[config.mk]
export PLATFORM = sky130hd
export DESIGN_NAME = port0_gpio
export DESIGN_NICKNAME = d
export VERILOG_FILES = /design/src/inc/port_gpio_pkg.sv /design/src/verilog/port0_gpio.sv /design/src/verilog/port_pin_cell.sv
export SDC_FILE = /design/constraint.sdc
export NUM_CORES = 1
export LEC_CHECK = 0
export ABC_CLOCK_PERIOD_IN_PS = 1450
export BUFFER_PORTS_ARGS = -buffer_cell sky130_fd_sc_hd__buf_4
export CORE_UTILIZATION = 44
export CTS_BUF_LIST = sky130_fd_sc_hd__clkbuf_2 sky130_fd_sc_hd__clkbuf_4 sky130_fd_sc_hd__clkbuf_8
export DETAILED_ROUTE_END_ITERATION = 10
export PLACE_DENSITY = 0.79
export SETUP_SLACK_MARGIN = 0.2
export SYNTH_ARGS = -nofsm -noshare
export SYNTH_HDL_FRONTEND = slang
export SYNTH_SLANG_ARGS = --single-unit
[constraint.sdc]
create_clock -name ref_clk -period 1.45 [get_ports ref_clk]
set_input_delay 0.145 -clock ref_clk [delete_from_list [all_inputs] [get_ports ref_clk]]
set_output_delay 0.145 -clock ref_clk [all_outputs]
set_load 0.1 [all_outputs]
[src/inc/port_gpio_pkg.sv]
// Behaviour
// RL1 - Direction one drives latch onto pin
// RL2 - Direction zero leaves pin undriven input
// RL3 - Latch write shows at once on outputs
// RL4 - Latch write on input pin stays internal
// RL5 - Output pin ordinary read returns latch
// RL6 - Input pin reads pin; RMW reads latch
// RL7 - Peripheral enable drives pin; reads as RL6
// RL8 - Analog-disable one opens digital input
// RL9 - Reset clears direction and analog-disable bits
// RL10 - Standby bit plus stop: hi-Z, input low
// RL11 - Enabled external interrupt keeps input open
// RL12 - Standby bit zero keeps pin states
// RL13 - Pull-up on by bit, off when low
// RL14 - Pin level always feeds interrupt circuit; the code forces it low in standby hi-Z unless extIntEnable is set
// RL15 - Analog use: software clears three bits
// RL16 - Noninverting comparator input on when enable-n zero
// RL17 - Inverting comparator input needs both bits zero
// RL18 - Bit n belongs to pin n
// RL19 - Software disables peripheral output before port use
// RL20 - Pin read even when peripheral inputs it
// RL21 - Digital peripheral input needs disable one, dir zero
// RL22 - Data latch resets to zero
// RL23 - Bus qualifier selects RMW read
package port_gpio_pkg;

  localparam int PORT_WIDTH = 8;

  // ****************************************
  // Register map (byte addresses)
  // ****************************************
  localparam logic [11:0] ADDR_DATA_LATCH = 12'h000;
  localparam logic [11:0] ADDR_DIRECTION = 12'h004;
  localparam logic [11:0] ADDR_PULLUP = 12'h008;
  localparam logic [11:0] ADDR_ANALOG_DISABLE = 12'h00C;
  localparam logic [11:0] ADDR_STANDBY_CTRL = 12'h010;
  localparam logic [11:0] ADDR_COMPARATOR_CTRL = 12'h014;

  // ****************************************
  // Field positions and reset values
  // ****************************************
  localparam int STANDBY_PIN_STATE_BIT = 0;
  localparam int CMP_A_INPUT_EN_N_BIT = 0;
  localparam int CMP_A_NEG_SEL_BIT = 1;
  localparam int CMP_B_INPUT_EN_N_BIT = 2;
  localparam int CMP_B_NEG_SEL_BIT = 3;
  localparam logic [7:0] RESET_BYTE = 8'h00;
  localparam logic [3:0] RESET_CMP_CTRL = 4'hF;

  // ****************************************
  // Pin positions of comparator inputs
  // ****************************************
  localparam int PIN_CMP_A_POS = 0;
  localparam int PIN_CMP_A_NEG = 1;
  localparam int PIN_CMP_B_POS = 3;
  localparam int PIN_CMP_B_NEG = 4;

  typedef struct packed {
    logic [7:0] port_data_latch;
    logic [7:0] pin_direction;
    logic [7:0] pullup_select;
    logic [7:0] analog_input_disable_low;
    logic pin_state_standby_bit;
    logic [3:0] comparator_control;
    logic [31:0] readData;
    logic slvErr;
  } port_state_t;

  typedef struct packed {
    logic [7:0] pinOut;
    logic [7:0] pinOe;
    logic [7:0] pullupEn;
  } pin_drive_t;

endpackage : port_gpio_pkg

[src/verilog/port0_gpio.sv]
`timescale 1ns/1ps
`default_nettype none
module port0_gpio
  import port_gpio_pkg::*;
#(
  parameter int WIDTH = PORT_WIDTH
)
(
  // Clock and reset
  input wire logic ref_clk,
  input wire logic sys_rst,
  // APB slave
  input wire logic psel,
  input wire logic penable,
  input wire logic pwrite,
  input wire logic [11:0] paddr,
  input wire logic [31:0] pwdata,
  output logic [31:0] prdata,
  output logic pready,
  output logic pslverr,
  // Read-modify-write qualifier
  input wire logic rmwRead,
  // Standby and peripherals
  input wire logic stopOrWatch,
  input wire logic [7:0] periphOe,
  input wire logic [7:0] periphOut,
  input wire logic [7:0] extIntEnable,
  // Pads
  input wire logic [7:0] padIn,
  output logic [7:0] padOut,
  output logic [7:0] padOe,
  output logic [7:0] pullupEn,
  // To peripherals
  output logic [7:0] digitalIn,
  output logic [7:0] external_interrupt_inputs,
  output logic cmpAPosEnable,
  output logic cmpANegEnable,
  output logic cmpBPosEnable,
  output logic cmpBNegEnable
);

  if (WIDTH != PORT_WIDTH)
  begin : g_bad_width
    $error("port0_gpio supports only eight pins");
  end

  port_state_t cur;
  port_state_t next_cur;
  logic standbyHiZ;
  logic access;
  logic [7:0] pinLevel;
  logic [7:0] dataRead;

  // ****************************************
  // Pin cells
  // ****************************************
  assign standbyHiZ = stopOrWatch & cur.pin_state_standby_bit; // see RL10 RL12

  for (genvar i = 0; i < WIDTH; i++)
  begin : g_pin
    port_pin_cell u_cell
    (
      .latchBit(cur.port_data_latch[i]), // see RL18
      .dirBit(cur.pin_direction[i]),
      .pullBit(cur.pullup_select[i]),
      .analogDisableBit(cur.analog_input_disable_low[i]),
      .periphOe(periphOe[i]),
      .periphOut(periphOut[i]),
      .standbyHiZ(standbyHiZ),
      .extIntEnable(extIntEnable[i]),
      .padIn(padIn[i]),
      .padOut(padOut[i]),
      .padOe(padOe[i]),
      .pullupEn(pullupEn[i]),
      .digitalIn(digitalIn[i]),
      .extIntIn(external_interrupt_inputs[i])
    );
  end

  // ****************************************
  // Comparator input enables
  // ****************************************
  assign cmpAPosEnable = ~cur.comparator_control[CMP_A_INPUT_EN_N_BIT]; // see RL16
  assign cmpBPosEnable = ~cur.comparator_control[CMP_B_INPUT_EN_N_BIT]; // see RL16
  assign cmpANegEnable = ~cur.comparator_control[CMP_A_INPUT_EN_N_BIT]
    & ~cur.comparator_control[CMP_A_NEG_SEL_BIT]; // see RL17
  assign cmpBNegEnable = ~cur.comparator_control[CMP_B_INPUT_EN_N_BIT]
    & ~cur.comparator_control[CMP_B_NEG_SEL_BIT]; // see RL17

  // ****************************************
  // Data read selection
  // ****************************************
  always_comb
  begin
    for (int i = 0; i < WIDTH; i++)
    begin
      // Driven pins read back what is driven, inputs read digitalIn
      pinLevel[i] = padOe[i] ? padOut[i] : digitalIn[i];
      if (rmwRead)
      begin
        dataRead[i] = cur.port_data_latch[i]; // see RL6 RL7 RL20 RL23
      end
      else if (cur.pin_direction[i] & ~periphOe[i])
      begin
        dataRead[i] = cur.port_data_latch[i]; // see RL5
      end
      else
      begin
        dataRead[i] = pinLevel[i]; // see RL6 RL7 RL20
      end
    end
  end

  // ****************************************
  // Register file
  // ****************************************
  assign access = psel & penable;

  always_comb
  begin
    next_cur = cur;
    // Setup cycle captures read data and response for the access phase
    if (psel & ~penable)
    begin
      next_cur.slvErr = 1'b0;
      next_cur.readData = 32'h0000_0000;
      case (paddr)
        ADDR_DATA_LATCH:
        begin
          next_cur.readData = {24'h00_0000, dataRead}; // see RL5 RL6 RL23
        end
        ADDR_DIRECTION:
        begin
          next_cur.readData = {24'h00_0000, cur.pin_direction};
        end
        ADDR_PULLUP:
        begin
          next_cur.readData = {24'h00_0000, cur.pullup_select};
        end
        ADDR_ANALOG_DISABLE:
        begin
          next_cur.readData = {24'h00_0000, cur.analog_input_disable_low};
        end
        ADDR_STANDBY_CTRL:
        begin
          next_cur.readData = {31'h0000_0000, cur.pin_state_standby_bit};
        end
        ADDR_COMPARATOR_CTRL:
        begin
          next_cur.readData = {28'h000_0000, cur.comparator_control};
        end
        default:
        begin
          next_cur.slvErr = 1'b1;
        end
      endcase
    end
    // Writes land at the edge that completes the access phase
    if (access & pwrite)
    begin
      case (paddr)
        ADDR_DATA_LATCH:
        begin
          next_cur.port_data_latch = pwdata[7:0]; // see RL3 RL4
        end
        ADDR_DIRECTION:
        begin
          next_cur.pin_direction = pwdata[7:0];
        end
        ADDR_PULLUP:
        begin
          next_cur.pullup_select = pwdata[7:0];
        end
        ADDR_ANALOG_DISABLE:
        begin
          next_cur.analog_input_disable_low = pwdata[7:0];
        end
        ADDR_STANDBY_CTRL:
        begin
          next_cur.pin_state_standby_bit = pwdata[STANDBY_PIN_STATE_BIT];
        end
        ADDR_COMPARATOR_CTRL:
        begin
          next_cur.comparator_control = pwdata[3:0];
        end
        default:
        begin
          next_cur.slvErr = 1'b1;
        end
      endcase
    end
  end

  always_ff @(posedge ref_clk or posedge sys_rst)
  begin
    if (sys_rst)
    begin
      cur.port_data_latch <= RESET_BYTE; // see RL22
      cur.pin_direction <= RESET_BYTE; // see RL9
      cur.pullup_select <= RESET_BYTE;
      cur.analog_input_disable_low <= RESET_BYTE; // see RL9
      cur.pin_state_standby_bit <= 1'b0;
      cur.comparator_control <= RESET_CMP_CTRL;
      cur.readData <= 32'h0000_0000;
      cur.slvErr <= 1'b0;
    end
    else
    begin
      cur <= next_cur;
    end
  end

  // Read data and response stand from the setup edge through the access phase
  assign pready = 1'b1;
  assign prdata = cur.readData;
  assign pslverr = access & cur.slvErr;

endmodule : port0_gpio
`default_nettype wire

[src/verilog/port_pin_cell.sv]
`timescale 1ns/1ps
`default_nettype none
module port_pin_cell
(
  // Configuration
  input wire logic latchBit,
  input wire logic dirBit,
  input wire logic pullBit,
  input wire logic analogDisableBit,
  // Peripheral and standby
  input wire logic periphOe,
  input wire logic periphOut,
  input wire logic standbyHiZ,
  input wire logic extIntEnable,
  // Pad
  input wire logic padIn,
  output logic padOut,
  output logic padOe,
  output logic pullupEn,
  output logic digitalIn,
  output logic extIntIn
);
  logic driving;

  // ****************************************
  // Output path
  // ****************************************
  always_comb
  begin
    driving = (periphOe | dirBit) & ~standbyHiZ; // see RL1 RL2 RL7 RL10 RL12
    padOut = periphOe ? periphOut : latchBit; // see RL3 RL4
    padOe = driving;
    pullupEn = pullBit & ~(driving & ~padOut); // see RL13
  end

  // ****************************************
  // Input path
  // ****************************************
  always_comb
  begin
    if (standbyHiZ & ~extIntEnable)
    begin
      digitalIn = 1'b0; // see RL10
    end
    else
    begin
      digitalIn = padIn & (analogDisableBit | standbyHiZ); // see RL8 RL11
    end
    extIntIn = (standbyHiZ & ~extIntEnable) ? 1'b0 : padIn; // see RL14 RL11
  end
endmodule : port_pin_cell
`default_nettype wire

==> flow_summary.yaml <==
routing:
  postRouteAntennaNets: 0
  vias: 3569
  post_drt_wl_per_cell_um: 20.5
  drt_first_pass_iters: 5
  avgViaCountPerCell: 5.68
  routed_wl_um: 12900
  route.met2.wl_um: 6660
  top_layer: "met4"
  wl_met3_um: 938
  drcViolationCount: 0
  first_iter_violations: 305
  wl_met1_um: 4650
cts:
  clk_path_buf_depth: 2
  insertion_delay_ps: 310
  numCtsBuffers: 5
  clkTransAtPathRegs_ps: 90
  cts.sinks: 46
  clockRootBuffer: "clkbuf_8"
  h-tree-depth: 2
  cts_tree: "built"
finish:
  finish.utilization_pct: 76.9
  fin_nets: 608
  area_delta_synth_final_pct: 68.1
  nFillCells: 447
  drive_gt1_share_pct: 63.7
  num_antenna_cells: 0
timing:
  setup_tns_ps: -11500
  setup_ws_ps: -364
  rsz0062_at_grt: "true"
  finalHoldViolCount: 0
  finClkSkew_ps: 12.1
  final_max_slew_viol_count: 0
  period_needed_ps: 1810
  setup_violations: 40
  fmaxAchievable_ghz: 0.551
  post-route-period-util_pct: 125
synthesis:
  syn_area_per_cell_um2: 9.41
  synth-seq-cells: 46
  synth-simple-area-share_pct: 17.1
  synthAdderAreaFrac_pct: 0
  synth_area_leaders: "dfrtp_1 (30%), buf_4 (16%), mux2_2 (11%), mux2_4 (5.1%), o21ai_0 (3.1%)"
  synthFlopType: "dfrtp_1"
  async_flop_share_pct: 100
  synth_edf_count: 0
  synth_compound_area_share_pct: 13.7
  ys_seq_area_share_pct: 32.5
  syn_inst: 378
  synthXorXnorAreaFrac_pct: 0
  synth_top_family_by_area: "buffers and inverters"
  synth_cell_types: 48
  syn-cell-area_mm2: 0.00356
  synth_warnings: 0
  synth.area.mux_share_pct: 18.1
  yosys.area.top_type: "dfrtp_1"
  netlist.area_leader.share_pct: 29.6
critical_path:
  slowest_stage: "dfrtp_1"
  path_max_fanout: 5
  required_ps: 1310
  crit_end: "external_interrupt_inputs[0]"
  setup.worst_path.start: "cur[37]"
  cp_cell_sequence: "buf_6 -> buf_6 -> nand2_8 -> buf_4 -> buf_6 -> o21a_1 -> buf_12"
  reg2reg_slack_ps: -300
  crit_arrival_ps: 1670
  critical_path_class: "flip-flop to output pin"
  worstRegToRegCells: 8
  timing.rr.end: "prdata[0]"
  cp_slowest_stage_delay_ps: 410
  cp-start-kind: "flip-flop"
  crit_path_end_kind: "output pin"
  r2r-start: "cur[37]"
  path_common_cell: "buf_6"
placed_design:
  gp_congestion: 0.870
  dpl.hpwl_um: 7510
  io_buffer_count: 111
floorplan:
  initial_core_util_pct: 45.8
  core_area_mm2: 0.00777
  die_w_um: 91.9
  rows: 32
  die_h_um: 91.9
  die_area_mm2: 0.00844
  ioPinCount: 161
grt:
  grt_pass1_vias: 3601
  grt_antenna_before_repair: 0
  grt_max_degree: 25
  grt_overflow: 0
  grt_pass1_wl_um: 18400
  track_usage_pct: 28.3
power:
  power_density_mw_per_mm2: 578
  static-leakage-power_nw: 2.88
  ir_worst_vdd_mv: 0.643
  finalPower_mw: 3.45
outcome:
  outcome: "finished with violations"
  violations: "setup timing"
min_path:
  hold_class: "primary input to flip-flop"
job:
  maxCapViolCount: 0
[Yosys cell counts, drive strengths merged (5+ instances only)]
| cell | count |
|---|---|
| buf | 80 |
| mux2 | 46 |
| dfrtp | 42 |
| nand2 | 26 |
| nor2 | 25 |
| o21ai | 22 |
| a21oi | 12 |
| inv | 12 |
| nor2b | 12 |
| nor3 | 10 |
| and2 | 9 |
| mux2i | 8 |
| o21a | 8 |
| a21o | 7 |
| nand4 | 6 |
| nand3 | 5 |
| nor4 | 5 |
[worst max-delay path: cells and delay by family (launching register included)]
family                 cells  cell delay [ps]
AOI/OAI and AO/OA          1              210
buffers and inverters      5              670
DFF                        1              410
and+or+nand+nor            1               70
[cell type report]
class	count	area [um2]	area share, %
clock inverters	1	8.76	0.147
flip-flops and latches	46	1160	19.3
multi-input cells	260	2320	38.9
clock buffers	7	90.1	1.51
inverters	12	47.5	0.796
repair buffers	200	2220	37.2
well taps	102	128	2.14
[how the worst min path moves through the flow]
stage | startpoint | end | slack (ps) | cells past startpoint
after floorplan | pwdata[1] | cur[63] | 260 | 2
after global placement | sys_rst | cur[49] | 140 | 2
after detailed placement | sys_rst | cur[43] | 140 | 2
after CTS | pwdata[1] | cur[63] | 90 | 3
after global routing | pwdata[7] | cur[53] | 90 | 2
final | pwdata[1] | cur[63] | 80 | 3
[cells by family (layout without fill, tap and decap cells)]
group / Yosys count / after routing
AOI/OAI and AO/OA: 73 / 73
muxes: 54 / 54
DFF: 46 / 46
buffers and inverters: 96 / 220
and+or+nand+nor: 107 / 108
other: 2 / 25
[cell usage in the layout (no fill, tap or decap), drive strengths merged, types with 4 or more instances in the layout]
master | synthesis | layout
buf | 80 | 199
mux2 | 46 | 46
dfrtp | 42 | 42
nand2 | 26 | 26
conb | 2 | 25
nor2 | 25 | 25
o21ai | 22 | 22
inv | 12 | 13
nor2b | 12 | 12
a21oi | 12 | 12
and2 | 9 | 10
nor3 | 10 | 10
mux2i | 8 | 8
o21a | 8 | 8
a21o | 7 | 7
clkbuf | 4 | 7
nand4 | 6 | 6
nand3 | 5 | 5
nor4 | 5 | 5
nand2b | 4 | 4
o22a | 4 | 4
dfstp | 4 | 4
o41ai | 4 | 4
[flip-flops by register name, indices dropped and copies added, names as in the netlist]
| register | cells |
|---|---|
| cur | 38 |
| prdata | 8 |
[layer usage]
metal	track usage (%)	vias up
met4	13.7	0
met2	50.7	234
met5	0	-
met3	5.06	66
li1	-	1526
met1	32.3	1743
[through the flow]
step	hold slack (ps)	std cells	setup slack (ps)	area (um2)
5_1_grt	94.0	628	-396	5980
3_5_place_dp	142	587	-264	4680
2_1_floorplan	262	401	-137	4110
4_1_cts	89.3	613	-300	5670
3_3_place_gp	137	587	-245	4680
6_report	80.1	628	-364	5980
[repair_timing]
| item | CTS | global route |
|---|---|---|
| buffers inserted | 16 | 15 |
| endpoints found under the setup margin | 87 | 90 |
| hold buffers | 1 | 0 |
| resized for setup | 192 | 48 |
| gates cloned | 1 | 0 |
| hold endpoints to repair | 11 | 0 |
| pin swaps | 16 | 14 |
[report_power, final]
group / switching (mW) / leakage, nW / internal, mW
sequential: 0.00404 / 0.604 / 1.29
clock: 0.458 / 0.0523 / 0.413
combinational: 0.885 / 2.23 / 0.406
total: 1.35 / 2.88 / 2.11
Power figures use the tool's default switching activity.
